==> config.mk <==
export PLATFORM = sky130hd
export DESIGN_NAME = aotb_trim_bank
export DESIGN_NICKNAME = d
export VERILOG_FILES = /design/src/rtl/aotb_pkg.sv /design/src/rtl/aotb_fuse_loader.sv /design/src/rtl/aotb_trim_bank.sv
export SDC_FILE = /design/constraint.sdc
export NUM_CORES = 1
export LEC_CHECK = 0
export BUFFER_PORTS_ARGS = -buffer_cell sky130_fd_sc_hd__buf_2
export CELL_PAD_IN_SITES_DETAIL_PLACEMENT = 1
export CELL_PAD_IN_SITES_GLOBAL_PLACEMENT = 1
export CORE_ASPECT_RATIO = 1.1
export CORE_MARGIN = 5
export CORE_UTILIZATION = 40
export CTS_CLUSTER_DIAMETER = 60
export DETAILED_ROUTE_END_ITERATION = 8
export GPL_TIMING_DRIVEN = 0
export PLACE_DENSITY = 0.8
export SYNTH_ARGS = -nofsm -noshare
export SYNTH_HDL_FRONTEND = slang
export SYNTH_SLANG_ARGS = --single-unit
==> constraint.sdc <==
create_clock -name clk_sys -period 2.6 [get_ports clk_sys]
set_clock_uncertainty 0.1 [all_clocks]
set_input_delay 0.65 -clock clk_sys [delete_from_list [all_inputs] [get_ports clk_sys]]
set_output_delay 0.65 -clock clk_sys [all_outputs]
set_load 0.1 [all_outputs]
==> src/rtl/aotb_pkg.sv <==
// Package: constants for the converter trim register bank.
// Assumes byte addresses on a plain strobe port, one register per address.
package aotb_pkg;
    localparam int ADDR_W = 12;
    localparam int DATA_W = 16;
    localparam int OFS_W = 12;
    localparam int GAIN_W = 5;
    localparam int GAIN_REG_W = 8;
    // ========================================
    // Register offsets
    localparam logic [11:0] ADDR_A_OFS_IN2_P90 = 12'h34a;
    localparam logic [11:0] ADDR_B_OFS_IN1 = 12'h34c;
    localparam logic [11:0] ADDR_B_OFS_IN2 = 12'h34e;
    localparam logic [11:0] ADDR_A_BANK0_GAIN = 12'h350;
    localparam logic [11:0] ADDR_A_BANK1_GAIN = 12'h351;
    localparam logic [11:0] ADDR_B_BANK0_GAIN = 12'h352;
    localparam logic [11:0] ADDR_B_BANK1_GAIN = 12'h353;
    // ========================================
    // Reset and field values
    localparam logic [15:0] OFS_RESET = 16'h0000;
    localparam logic [7:0] GAIN_RESET = 8'h00;
    localparam logic [11:0] OFS_ZERO = 12'h000;
    localparam logic [4:0] GAIN_ZERO = 5'h00;
    localparam logic [15:0] RD_UNMAPPED = 16'h0000;
    localparam logic [7:0] GAIN_FIELD_MASK = 8'h1f;
    // ========================================
    // Fuse load slot numbering
    localparam int NUM_SLOTS = 7;
    localparam logic [2:0] SLOT_A_OFS = 3'h0;
    localparam logic [2:0] SLOT_B_OFS1 = 3'h1;
    localparam logic [2:0] SLOT_B_OFS2 = 3'h2;
    localparam logic [2:0] SLOT_A_G0 = 3'h3;
    localparam logic [2:0] SLOT_A_G1 = 3'h4;
    localparam logic [2:0] SLOT_B_G0 = 3'h5;
    localparam logic [2:0] SLOT_B_G1 = 3'h6;
    localparam logic [2:0] SLOT_LAST = 3'h6;
    localparam logic [2:0] SLOT_FIRST = 3'h0;
    localparam logic [2:0] SLOT_STEP = 3'h1;

    typedef enum logic [1:0] {
        AOTB_LD_IDLE,
        AOTB_LD_RUN,
        AOTB_LD_DONE
    } aotb_load_state_t;
endpackage

==> src/rtl/aotb_fuse_loader.sv <==
// Fuse loader: walks the trim slots once after reset and asks the fuse store
// for each. Assumes the fuse store answers in the cycle after the request.
`timescale 1ns/1ns
module aotb_fuse_loader (
    input wire logic clk_sys, // System clock
    input wire logic sys_rst, // Synchronous reset, active high
    output logic fuse_req, // Fuse read request
    output logic [2:0] fuse_slot, // Slot being read
    input wire logic [15:0] fuse_data, // Fuse word, one cycle after request
    output logic load_we, // Load strobe toward the bank
    output logic [2:0] load_slot, // Slot to load
    output logic [15:0] load_data, // Value to load
    output logic load_done // All defaults loaded
);
    aotb_pkg::aotb_load_state_t state_reg;
    logic [2:0] slot_reg;

    // ========================================
    // Slot walk
    always_ff @(posedge clk_sys) begin
        if (sys_rst) begin
            state_reg <= aotb_pkg::AOTB_LD_IDLE;
            slot_reg <= aotb_pkg::SLOT_FIRST;
        end else begin
            unique case (state_reg)
                aotb_pkg::AOTB_LD_IDLE: begin
                    state_reg <= aotb_pkg::AOTB_LD_RUN;
                end
                aotb_pkg::AOTB_LD_RUN: begin
                    if (slot_reg == aotb_pkg::SLOT_LAST) begin
                        state_reg <= aotb_pkg::AOTB_LD_DONE;
                    end else begin
                        slot_reg <= slot_reg + aotb_pkg::SLOT_STEP;
                    end
                end
                aotb_pkg::AOTB_LD_DONE: begin
                    state_reg <= aotb_pkg::AOTB_LD_DONE;
                end
                default: begin
                    state_reg <= aotb_pkg::AOTB_LD_IDLE;
                end
            endcase
        end
    end

    // ========================================
    // Request now, write the answer one cycle later
    always_ff @(posedge clk_sys) begin
        if (sys_rst) begin
            fuse_req <= 1'b0;
            fuse_slot <= aotb_pkg::SLOT_FIRST;
            load_we <= 1'b0;
            load_slot <= aotb_pkg::SLOT_FIRST;
            load_done <= 1'b0;
        end else begin
            fuse_req <= (state_reg == aotb_pkg::AOTB_LD_RUN);
            fuse_slot <= slot_reg;
            load_we <= fuse_req;
            load_slot <= fuse_slot;
            load_done <= (state_reg == aotb_pkg::AOTB_LD_DONE) && !fuse_req && !load_we;
        end
    end

    assign load_data = fuse_data;
endmodule

==> src/rtl/aotb_trim_bank.sv <==
// Trim register bank for two converter cores: offset and fine-gain
// corrections, defaults from fuses, selection of the applied value.
// Assumes the configuration port gives one-cycle strobes, never both at once.
//
// How it works
// RQ1 - Core A offset, second input, phase 90
// RQ2 - Core B offset when sampling first input
// RQ3 - Core B offset, second input, both modes
// RQ4 - Core A bank 0 gain, bits 4:0
// RQ5 - Core B bank 0 and 1 gains
// RQ6 - Core A bank 1 gain, upper bits reserved
// RQ7 - Reads zero reset, then fuse defaults load
// RQ8 - Offset registers 16 bits, nibble reserved
// RQ9 - Mode, input, phase select applied trims
//
// The implementer's own choice: the plain strobed port.
`timescale 1ns/1ns
module aotb_trim_bank (
    input wire logic clk_sys, // System clock, 10 MHz
    input wire logic sys_rst, // Synchronous reset, active high
    input wire logic [11:0] cfg_addr, // Register byte address
    input wire logic [15:0] cfg_wdata, // Write data
    input wire logic cfg_wr, // Write strobe
    input wire logic cfg_rd, // Read strobe
    output logic [15:0] cfg_rdata, // Read data, cycle after strobe
    output logic fuse_req, // Fuse read request
    output logic [2:0] fuse_slot, // Fuse slot address
    input wire logic [15:0] fuse_data, // Fuse word, cycle after request
    input wire logic fg_cal_en, // Foreground calibration enabled
    input wire logic single_mode, // 1 single channel, 0 dual channel
    input wire logic core_a_in2, // Core A samples the second input
    input wire logic core_a_phase90, // Core A on 90 degree phase
    input wire logic core_b_in2, // Core B samples the second input
    input wire logic gain_bank, // Bank of the current sample
    output logic [11:0] core_a_offset, // Applied core A offset
    output logic core_a_offset_valid, // Core A offset is from this bank
    output logic [11:0] core_b_offset, // Applied core B offset
    output logic [4:0] core_a_gain, // Applied core A fine gain
    output logic [4:0] core_b_gain, // Applied core B fine gain
    output logic defaults_loaded // Fuse defaults are in place
);
    logic [15:0] a_ofs_reg;
    logic [15:0] b_ofs1_reg;
    logic [15:0] b_ofs2_reg;
    logic [7:0] gain_reg [4];
    logic load_we;
    logic [2:0] load_slot;
    logic [15:0] load_data;
    logic load_done;
    logic [2:0] wr_slot;
    logic wr_hit;

    // ========================================
    // Address decode, shared by reads and writes
    function automatic logic [3:0] decode(input logic [11:0] addr);
        unique case (addr)
            aotb_pkg::ADDR_A_OFS_IN2_P90: decode = {1'b1, aotb_pkg::SLOT_A_OFS};
            aotb_pkg::ADDR_B_OFS_IN1: decode = {1'b1, aotb_pkg::SLOT_B_OFS1};
            aotb_pkg::ADDR_B_OFS_IN2: decode = {1'b1, aotb_pkg::SLOT_B_OFS2};
            aotb_pkg::ADDR_A_BANK0_GAIN: decode = {1'b1, aotb_pkg::SLOT_A_G0};
            aotb_pkg::ADDR_A_BANK1_GAIN: decode = {1'b1, aotb_pkg::SLOT_A_G1};
            aotb_pkg::ADDR_B_BANK0_GAIN: decode = {1'b1, aotb_pkg::SLOT_B_G0};
            aotb_pkg::ADDR_B_BANK1_GAIN: decode = {1'b1, aotb_pkg::SLOT_B_G1};
            default: decode = {1'b0, aotb_pkg::SLOT_FIRST};
        endcase
    endfunction

    assign {wr_hit, wr_slot} = decode(cfg_addr);

    // ========================================
    // Fuse default loader
    // RQ7 fuse default load
    aotb_fuse_loader u_loader (
        .clk_sys(clk_sys),
        .sys_rst(sys_rst),
        .fuse_req(fuse_req),
        .fuse_slot(fuse_slot),
        .fuse_data(fuse_data),
        .load_we(load_we),
        .load_slot(load_slot),
        .load_data(load_data),
        .load_done(load_done)
    );

    // ========================================
    // Offset registers
    // RQ8 full 16-bit storage
    always_ff @(posedge clk_sys) begin
        if (sys_rst) begin
            // RQ7 printed zero reset
            a_ofs_reg <= aotb_pkg::OFS_RESET;
            b_ofs1_reg <= aotb_pkg::OFS_RESET;
            b_ofs2_reg <= aotb_pkg::OFS_RESET;
        end else begin
            // Write wins over a fuse load only for the register it hits
            // RQ1 core A register
            if (cfg_wr && wr_hit && wr_slot == aotb_pkg::SLOT_A_OFS) begin
                a_ofs_reg <= cfg_wdata;
            end else if (load_we && load_slot == aotb_pkg::SLOT_A_OFS) begin
                a_ofs_reg <= load_data;
            end
            // RQ2 core B input one
            if (cfg_wr && wr_hit && wr_slot == aotb_pkg::SLOT_B_OFS1) begin
                b_ofs1_reg <= cfg_wdata;
            end else if (load_we && load_slot == aotb_pkg::SLOT_B_OFS1) begin
                b_ofs1_reg <= load_data;
            end
            // RQ3 core B input two
            if (cfg_wr && wr_hit && wr_slot == aotb_pkg::SLOT_B_OFS2) begin
                b_ofs2_reg <= cfg_wdata;
            end else if (load_we && load_slot == aotb_pkg::SLOT_B_OFS2) begin
                b_ofs2_reg <= load_data;
            end
        end
    end

    // ========================================
    // Fine-gain registers, 8 bits each, all bits stored
    // RQ4 RQ5 RQ6 gain storage
    for (genvar g = 0; g < 4; g++) begin : g_gain
        localparam logic [2:0] SLOT = 3'(g) + aotb_pkg::SLOT_A_G0;
        always_ff @(posedge clk_sys) begin
            if (sys_rst) begin
                gain_reg[g] <= aotb_pkg::GAIN_RESET;
            end else if (cfg_wr && wr_hit && wr_slot == SLOT) begin
                gain_reg[g] <= cfg_wdata[7:0];
            end else if (load_we && load_slot == SLOT) begin
                gain_reg[g] <= load_data[7:0];
            end
        end
    end

    // ========================================
    // Read port, data valid the cycle after the strobe only
    always_ff @(posedge clk_sys) begin
        if (sys_rst) begin
            cfg_rdata <= aotb_pkg::RD_UNMAPPED;
        end else if (cfg_rd) begin
            unique case (decode(cfg_addr))
                {1'b1, aotb_pkg::SLOT_A_OFS}: cfg_rdata <= a_ofs_reg;
                {1'b1, aotb_pkg::SLOT_B_OFS1}: cfg_rdata <= b_ofs1_reg;
                {1'b1, aotb_pkg::SLOT_B_OFS2}: cfg_rdata <= b_ofs2_reg;
                {1'b1, aotb_pkg::SLOT_A_G0}: cfg_rdata <= {8'h00, gain_reg[0]};
                {1'b1, aotb_pkg::SLOT_A_G1}: cfg_rdata <= {8'h00, gain_reg[1]};
                {1'b1, aotb_pkg::SLOT_B_G0}: cfg_rdata <= {8'h00, gain_reg[2]};
                {1'b1, aotb_pkg::SLOT_B_G1}: cfg_rdata <= {8'h00, gain_reg[3]};
                default: cfg_rdata <= aotb_pkg::RD_UNMAPPED;
            endcase
        end else begin
            cfg_rdata <= aotb_pkg::RD_UNMAPPED;
        end
    end

    // ========================================
    // Correction selection, registered; new values apply next sample
    // RQ9 select by mode
    always_ff @(posedge clk_sys) begin
        if (sys_rst) begin
            core_a_offset <= aotb_pkg::OFS_ZERO;
            core_a_offset_valid <= 1'b0;
            core_b_offset <= aotb_pkg::OFS_ZERO;
        end else begin
            // RQ1 single mode phase 90
            if (fg_cal_en && single_mode && core_a_in2 && core_a_phase90) begin
                core_a_offset <= a_ofs_reg[aotb_pkg::OFS_W-1:0];
                core_a_offset_valid <= 1'b1;
            end else begin
                core_a_offset <= aotb_pkg::OFS_ZERO;
                core_a_offset_valid <= 1'b0;
            end
            // RQ2 RQ3 core B input select
            if (!fg_cal_en) begin
                core_b_offset <= aotb_pkg::OFS_ZERO;
            end else if (core_b_in2) begin
                core_b_offset <= b_ofs2_reg[aotb_pkg::OFS_W-1:0];
            end else begin
                core_b_offset <= b_ofs1_reg[aotb_pkg::OFS_W-1:0];
            end
        end
    end

    // RQ4 RQ5 RQ6 dual mode gains
    always_ff @(posedge clk_sys) begin
        if (sys_rst) begin
            core_a_gain <= aotb_pkg::GAIN_ZERO;
            core_b_gain <= aotb_pkg::GAIN_ZERO;
        end else if (fg_cal_en && !single_mode) begin
            core_a_gain <= gain_bank ? gain_reg[1][aotb_pkg::GAIN_W-1:0] : gain_reg[0][aotb_pkg::GAIN_W-1:0];
            core_b_gain <= gain_bank ? gain_reg[3][aotb_pkg::GAIN_W-1:0] : gain_reg[2][aotb_pkg::GAIN_W-1:0];
        end else begin
            core_a_gain <= aotb_pkg::GAIN_ZERO;
            core_b_gain <= aotb_pkg::GAIN_ZERO;
        end
    end

    always_ff @(posedge clk_sys) begin
        if (sys_rst) begin
            defaults_loaded <= 1'b0;
        end else begin
            defaults_loaded <= load_done;
        end
    end
endmodule

After elaboration in Yosys (flattened, before gate mapping)
Memory sizes are Yosys's and may differ from the RTL's.
Index checks and enable logic that the tools add are counted.
Word-level totals
  register bits: 114
  RAM bits: 32
  bits of input ports: 54
  output and inout port bits: 56
  word-level logic and storage cells: 151
  memories: 1
Cells by class
  add/sub/neg operators: 1
  equality and inequality tests: 30
  muxes and demuxes: 54
  bitwise operators: 13
  reduce and logical (&&, ||, !) cells: 35
Memory list
  gain_reg: depth 4, bits a word 8, read ports 4, clocked after memory_dff 0, write ports 4, line aotb_trim_bank.sv:45  | logic [7:0] gain_reg [4];
Operator list (number)
  $pmux 16 s7: 1
  $mux 16: 6
  $eq 12x10->1 const B: 7
  $mux 8: 8
  $mux 1: 31
  $eq 4x4->1 const B: 7
  $pmux 4 s7: 1
  $eq 3x3->1 const B: 7
  $logic_and 1x1->1: 21
  $eq 3x2->1 const B: 4
  $mux 12: 1
  $mux 5: 2
  $mux 4: 2
  $or 1x1->1: 8
  $reduce_or 2->1: 4
  $eq 3x1->1 const B: 2
  $logic_not 3->1: 2
  $pmux 2 s3: 1
  $reduce_bool 2->1: 3
  $not 1->1: 5
  $add 3x1->3 const B: 1
  $logic_not 1->1: 3
  $eq 2x1->1 const B: 1
  $eq 2x2->1 const B: 1
  other kinds (4): 4

Depth between registers and ports, before layout
Gate-level depths: netlist of the first run.
  word-level depth: 9
  mapped depth: 8
  depth with buffers taken out: 5

By module
From an unflattened synthesis of the first run, not the netlist that was laid out.
Unflattened totals
  cell total of the unflattened synthesis: 642
  area, all modules: 6663.9 µm²
Modules (own cells, without submodules)
  aotb_trim_bank: instances 1, cells an instance 580, area an instance 6007.0 µm², seq. area each 2962.8 µm²
  aotb_fuse_loader: instances 1, cells an instance 62, area an instance 656.9 µm², seq. area each 280.3 µm²

Least setup slack after synthesis of the first run
No wires, ideal clock.
  path type: input -> register
  from: input port cfg_addr[3]
  to: memory gain_reg[3][0] (enable)
  library setup time: 384 ps
  arrival: 2351 ps
  data required time: 2116 ps
  slack: -235 ps
  stages on the path: 5
  path buffers: 2
  path through: nor3b_2 > nand4_1 > clkbuf_1 > clkbuf_1 > o21ai_0
RTL lines
  start: declaration: line aotb_trim_bank.sv:21  | input wire logic [11:0] cfg_addr,
  end: declaration: line aotb_trim_bank.sv:45

Worst setup path after layout of the first run
  from: input port cfg_addr[5]
  to: register a_ofs_reg[9]
Between the ends
  cells in the longest elaborated chain, start to end: 5
  elaborated cells on any way between the ends: 13
  those cells by class: eq/ne (7); mux (2); reduce/logical (4)
RTL lines
  $eq 12x10->1: line aotb_trim_bank.sv:56  | unique case (addr)
  $pmux 4 s7 (*): line aotb_trim_bank.sv:56
  $logic_not 3->1 / $logic_and 1x1->1 (equally long branches): line aotb_trim_bank.sv:97  | if (cfg_wr && wr_hit && wr_slot == aotb_pkg::SLOT_A_OFS) begin
  $logic_and 1x1->1 (*): line aotb_trim_bank.sv:97
  $mux 16 / $reduce_bool 2->1 (equally long branches)
  end signal: assignment: line aotb_trim_bank.sv:91  | a_ofs_reg <= aotb_pkg::OFS_RESET;
  end signal: assignment: line aotb_trim_bank.sv:98  | a_ofs_reg <= cfg_wdata;
  end signal: assignment: line aotb_trim_bank.sv:100  | a_ofs_reg <= load_data;
  end: declaration: line aotb_trim_bank.sv:42  | logic [15:0] a_ofs_reg;
Every way passes the cells marked *; elsewhere a longest branch is shown, timed or not.
A chain may end at the register's enable or synchronous reset.

==> results of run 1 <==
==> power groups by stage <==
stage | clock, mW | sequential [mW] | combinational (mW)
after global routing | 2.32 | 2.48 | 0.707
after detailed placement | 0 | 2.52 | 0.643
final | 2.19 | 2.47 | 0.661
after CTS | 2.21 | 2.47 | 0.650
after floorplan | 0 | 2.62 | 0.302
after global placement | 0 | 2.51 | 0.612
==> layout make-up <==
cell class                 instances  area (µm²)  share of cell area
sequential                       146        3240               0.401
clock inverter                    13        88.8              0.0110
tap                              204         255              0.0315
timing repair buffer             112         583              0.0721
multi-input combinational        415        3210               0.397
buffer                            51         254              0.0314
inverter                           6        22.5             0.00278
clock buffer                      19         433              0.0535
==> timing repair <==
item,in CTS,in global routing
pin swaps,1,1
buffers inserted,3,1
gates resized for setup,8,14
setup endpoints to repair,71,70
hold buffers,0,0
==> logic make-up (layout without fill, tap and decap cells) <==
logic type / count (synthesis) / count (layout) / synth area share
AOI/OAI and AO/OA: 120 / 120 / 0.150
DFF: 146 / 146 / 0.487
muxes: 99 / 99 / 0.160
xor gates and xnor gates: 1 / 1 / 0.00132
and+or+nand+nor: 190 / 190 / 0.152
buffers and inverters: 58 / 201 / 0.0398
adders and majority gates: 5 / 5 / 0.00939
==> per-stage QoR <==
stage	worst slack, ns	hold WS [ns]
finish	0.102	0.367
global route	-0.00746	0.391
CTS	0.0138	0.371
detailed placement	-1.01	0.358
global placement	-0.790	0.345
floorplan	-0.0192	0.314
==> routing by layer <==
| layer | vias to the layer above | track usage |
|---|---|---|
| met1 | 2813 | 0.275 |
| met3 | 76 | 0.0648 |
| met2 | 247 | 0.370 |
| met4 | 2 | 0.122 |
| li1 | 2570 | - |
| met5 | - | 0 |
==> worst paths after layout <==
check	end	slack, ns	depth (start not counted)
max	a_ofs_reg[9]$_SDFFE_PP0P_	0.10	6
min	u_loader.load_slot[2]$_SDFF_PP0_	0.37	1
max reg2reg	a_ofs_reg[9]$_SDFFE_PP0P_	0.17	6
min reg2reg	u_loader.load_slot[2]$_SDFF_PP0_	0.37	1
==> layout by cell type (no fill, tap or decap), types with 4 or more instances in the layout <==
| master | count |
|---|---|
| dfxtp_1 | 114 |
| buf_2 | 110 |
| mux2i_1 | 82 |
| nor2_1 | 64 |
| nor3_1 | 48 |
| a211oi_1 | 37 |
| clkbuf_1 | 32 |
| edfxtp_1 | 32 |
| a211oi_2 | 20 |
| clkbuf_16 | 17 |
| a22o_1 | 16 |
| mux2_2 | 12 |
| a22oi_1 | 12 |
| and2_1 | 12 |
| nor2b_1 | 11 |
| nor4b_1 | 10 |
| a21oi_1 | 9 |
| a31o_2 | 8 |
| nand2_1 | 7 |
| inv_1 | 6 |
| clkbuf_2 | 6 |
| buf_1 | 6 |
| buf_6 | 6 |
| mux4_2 | 5 |
| ha_1 | 5 |
| or2_2 | 4 |
| nor4_1 | 4 |
| nand2b_1 | 4 |
| a31oi_1 | 4 |
| clkinvlp_4 | 4 |
==> metrics, run 1 <==
Seq pwr share=0.464; worst endpoint required time=2.84 ns; Placed Cells=931; Max stage delay on crit path=0.69 ns; Slowest-stage cell, CP=or4b_2; CP bufs+invs=3; hold path startpoint=u_loader.fuse_slot[2]$_SDFF_PP0_; Setup crit start=cfg_addr[5]; First-pass DRT Iterations=4; post-route cell area=8090 µm²; number of synthesized flops with an enable pin=32; fin cells=966; Die Y=145 µm; routed wl met3=1.54 mm; sw frac=0.281; hpwl dp=16.3 mm; Cell Area, Synth=6660 µm²; Skew-Pair Late Insertion Delay=0.43 ns; Worst slew margin=0.399; Final Max Tran Viols=0; Final Cycle Share=0.961; initial antenna violation count=1; first-pass GRT wire length=34.7 mm; Crit. End Element=flop; post-layout min period=2.50 ns; vias per inst=5.91; kind of critical path=primary input to flop; share of cells above drive strength 1=0.287; Gate Count Post-Synth=619; # fillers=1,808; Pwr Density=658 nW/µm²; CORE AREA=16,400 µm²; Final Net Count=808; max FFs per register=32; DR WL/cell=22.8 µm; clock sinks=146; met2 wire length=10.8 mm; yosys warns=0; peak fanout along the critical path=10; CP arrival=2.74 ns; chip width=133 µm; Sw Pwr=1.50 mW; DRC viols=0; Max clock buf depth=2; Finished Core Util=0.494; wl on met1=8.79 mm; reg2reg start=u_loader.load_we$_SDFF_PP0_; DR vias=5,708; GR Overflow Total=0; die area=19,300 µm²; largest net degree at the start of global routing=17; IR drop worst, VDD=0.474 mV; Area Overhead vs Synth=21.5%; Min-Delay Path Class=flop to flop; Distinct cells, synth=52; # rows=49; Net Count, Synth=678; CP delay by family, top=simple AND/OR/NAND/NOR gates; Fmax achieved=400 MHz; final weighted congestion in routability-driven placement=0.921; CTS tree=done; part of the Yosys area used for sequential elements=0.487; # port buffers=108; clock root cell=clkbuf_16; worst slew pin tran=0.901 ns; initial core utilization=0.407; synth cell count leaders=dfxtp_1, mux2i_1, nor2_1; Leakage Power=3.00 nW; P_int=3.82 mW; final WL=22.1 mm; Worst Setup Start Kind=primary input; Crit path top cell by count=clkbuf_1; dominant synthesized flop cell=dfxtp_1; Final setup viols=0; Max Used Layer=met5; CTS clk-pin slew, worst paths=0.06 ns; vias in the first global route=6,107; fraction of registers with async set/reset=0; dominant cell type by area after synthesis=dfxtp_1; Antenna diodes=0; Num CTS Buffers=17; status=complete, no violations; Critical Path, Cell by Cell=buf_2 -> or4b_2 -> or4_1 -> clkbuf_1 -> clkbuf_1 -> a211oi_1; # H-tree levels=4; synth top area cells=dfxtp_1, edfxtp_1, mux2i_1; initial drt markers=328; Setup TNS=0 ns; total power=5.32 mW; Hold Vio Cnt, Final=0; Logic pwr share=0.124; clock power share=0.412; post-synth top area share=0.343; Avg Cell Area, Syn=10.8 µm²; cell with the most instances after synthesis=dfxtp_1; DRT antenna net count=0; GRT Total Usage=0.229; Max-Cap Viols=0; I/O pin count=110; Synth Register Bits=146; dpl cell area=7450 µm²
Note: power is estimated with default switching activity, not from simulation.
==> run 2, diff against run 1 <==
Settings changed: BUFFER_PORTS_ARGS -buffer_cell sky130_fd_sc_hd__buf_2 to -buffer_cell sky130_fd_sc_hd__buf_4.
==> run 2 against run 1 <==
  * The flow now finishes with violations (negative setup slack)
  * Maximum frequency decreased by 4.9%
  * Worst hold slack got worse by 0.0081 ns
  * Via count increased by 0.44%
  * First-iteration DRC count increased by 31%
  * Register-to-register slack about the same
  * Sequential share of layout area decreased by 1.5 points
  * Global-route usage increased by 0.73 points
  * Combinational power increased by 5.7%
  * Critical path depth unchanged
  * Non-clock buffer count unchanged
  * Sequential power about the same
  * Clock-buffer cell count unchanged
  * Critical path type unchanged
  * Largest power group is now the clock network
==> metrics, run 2 (synthesized netlist as in run 1, its figures left out) <==
commonest non-fill, non-tap cells in the layout=dfxtp_1, buf_4, mux2i_1; Multi-input gate area=3190 µm² (-0.66%); CTS tree=done; peak fanout along the critical path=8 (-2); clock sinks=146 (unchanged); CP arrival=2.81 ns (+0.07 ns); Hold-fix buffers, CTS=0 (unchanged); GR Overflow Total=0 (unchanged); Fmax achieved=381 MHz (-4.9%); Max clock buf depth=2 (unchanged); hpwl dp=16.0 mm (-1.9%); commonest non-fill, non-tap cell in the layout=dfxtp_1; # fillers=1,800 (-0.44%); first-pass GRT wire length=35.6 mm (+2.5%); Num CTS Buffers=17 (unchanged); Hold Vio Cnt, Final=0 (unchanged); Worst slew margin=0.179 (-0.220); DRT antenna net count=0 (unchanged); Worst Setup Start Kind=primary input; final WL=23.0 mm (+4.2%); GRT Total Usage=0.236 (+0.00726); max FFs per register=32 (unchanged); DRC viols=0 (unchanged); Area Overhead vs Synth=26.3%; kind of critical path=primary input to flop; initial drt markers=431 (+31%); vias per inst=5.93 (+0.44%); Final Net Count=808 (unchanged); Placed Cells=931 (unchanged); Final Max Tran Viols=0 (unchanged); largest net degree at the start of global routing=17 (unchanged); Antenna diodes=0 (unchanged); worst endpoint required time=2.79 ns (-0.05 ns); vias in the first global route=6,200 (+1.5%); failing checks=negative setup slack; worst slew pin tran=1.22 ns (+0.319 ns); chip width=133 µm (unchanged); initial core utilization=0.407 (unchanged); DR WL/cell=23.8 µm (+4.2%); die area=19,300 µm² (unchanged); Pwr Density=677 nW/µm² (+2.9%); share of cells above drive strength 1=0.280 (-0.00787); I/O pin count=110 (unchanged); # port buffers=108 (unchanged); Crit. End Element=flop; # rows=49 (unchanged); # H-tree levels=4 (unchanged); Final Cycle Share=1.01 (+0.0493); fin cells=966 (unchanged); initial antenna violation count=0 (-1); status=finished with violations; DR vias=5,733 (+0.44%); final weighted congestion in routability-driven placement=0.928 (+0.78%); Min-Delay Path Class=flop to flop; CORE AREA=16,400 µm² (unchanged); CTS clk-pin slew, worst paths=0.06 ns (about the same); post-layout min period=2.63 ns (+0.128 ns); worst setup margin=-0.0265 ns (-0.128 ns); Fin Hold WS=0.359 ns (-0.00808 ns); Final setup viols=3 (+3); sequential cell area=3240 µm² (unchanged); Skew-Pair Late Insertion Delay=0.44 ns (about the same); First-pass DRT Iterations=5 (+1); Max-Cap Viols=0 (unchanged); IR drop worst, VDD=0.454 mV (-4.3%); Die Y=145 µm (unchanged); RSZ-0062 raised after global routing=false; Leakage Power=3.08 nW (+2.7%); clock root cell=clkbuf_16
## run 2: cell count changes in the layout (fill, tap and decap cells not counted), moves of 3 or more
cell	previous run	this run
buf_2	110	3
buf_4	3	110
clkinvlp_2	3	0
nor3_2	3	0
## run 2: final cells by class
class | instances | share of cell area
multi-input combinational | 415 | 0.379
tap | 204 | 0.0304
clock buffer | 19 | 0.0540
inverter | 6 | 0.00268
sequential | 146 | 0.386
buffer | 52 | 0.0298
timing repair buffer | 111 | 0.101
clock inverter | 13 | 0.0174
## run 2: timing repair
action,4_1_cts,5_1_grt
pin swaps,1,1
endpoints found under the setup margin,54,34
setup buffers,2,1
cloned,0,0
resized for setup,7,7
## run 2: critical path, cell delays in order
cell and delay (ns):
buf_4 0.11, nor4bb_1 0.50, nand4_1 0.16, buf_4 0.21, nor3_1 0.87, a22o_1 0.31
## run 2: worst paths after layout
path,start,endpoint,slack (ns),depth (start not counted)
max,cfg_addr[11],gain_reg[0][5]$_DFFE_PP_,-0.03,6
min,u_loader.fuse_req$_SDFF_PP0_,u_loader.load_done$_SDFF_PP0_,0.36,1
max reg2reg,u_loader.load_we$_SDFF_PP0_,a_ofs_reg[9]$_SDFFE_PP0P_,0.16,6
min reg2reg,u_loader.fuse_req$_SDFF_PP0_,u_loader.load_done$_SDFF_PP0_,0.36,1
## run 2: layer usage
layer	vias to the layer above	track usage	routed length (µm)
li1	2578	-	-
met5	-	0	0
met1	2820	0.282	9130
met4	0	0.0936	822
met3	68	0.0609	1690
met2	267	0.405	11400
## run 2: metrics by stage
stage / TNS, ns / util / area (µm²) / total power, mW / setup WS (ns)
global route: 0 / 0.514 / 8410 / 5.87 / 0.0247
floorplan: -0.223 / - / 6660 / 2.92 / -0.0192
global placement: -41.35 / 0.472 / 7720 / 3.15 / -0.777
finish: -0.0519 / 0.514 / 8410 / 5.69 / -0.0265
CTS: 0 / 0.511 / 8370 / 5.70 / 0.0265
detailed placement: -50.22 / 0.472 / 7720 / 3.20 / -0.967
## run 2: power breakdown
| group | switching (mW) | leakage (nW) | internal [mW] |
|---|---|---|---|
| combinational | 0.454 | 1.54 | 0.245 |
| clock | 1.03 | 0.292 | 1.49 |
| sequential | 0.0692 | 1.25 | 2.40 |
| total | 1.56 | 3.08 | 4.13 |
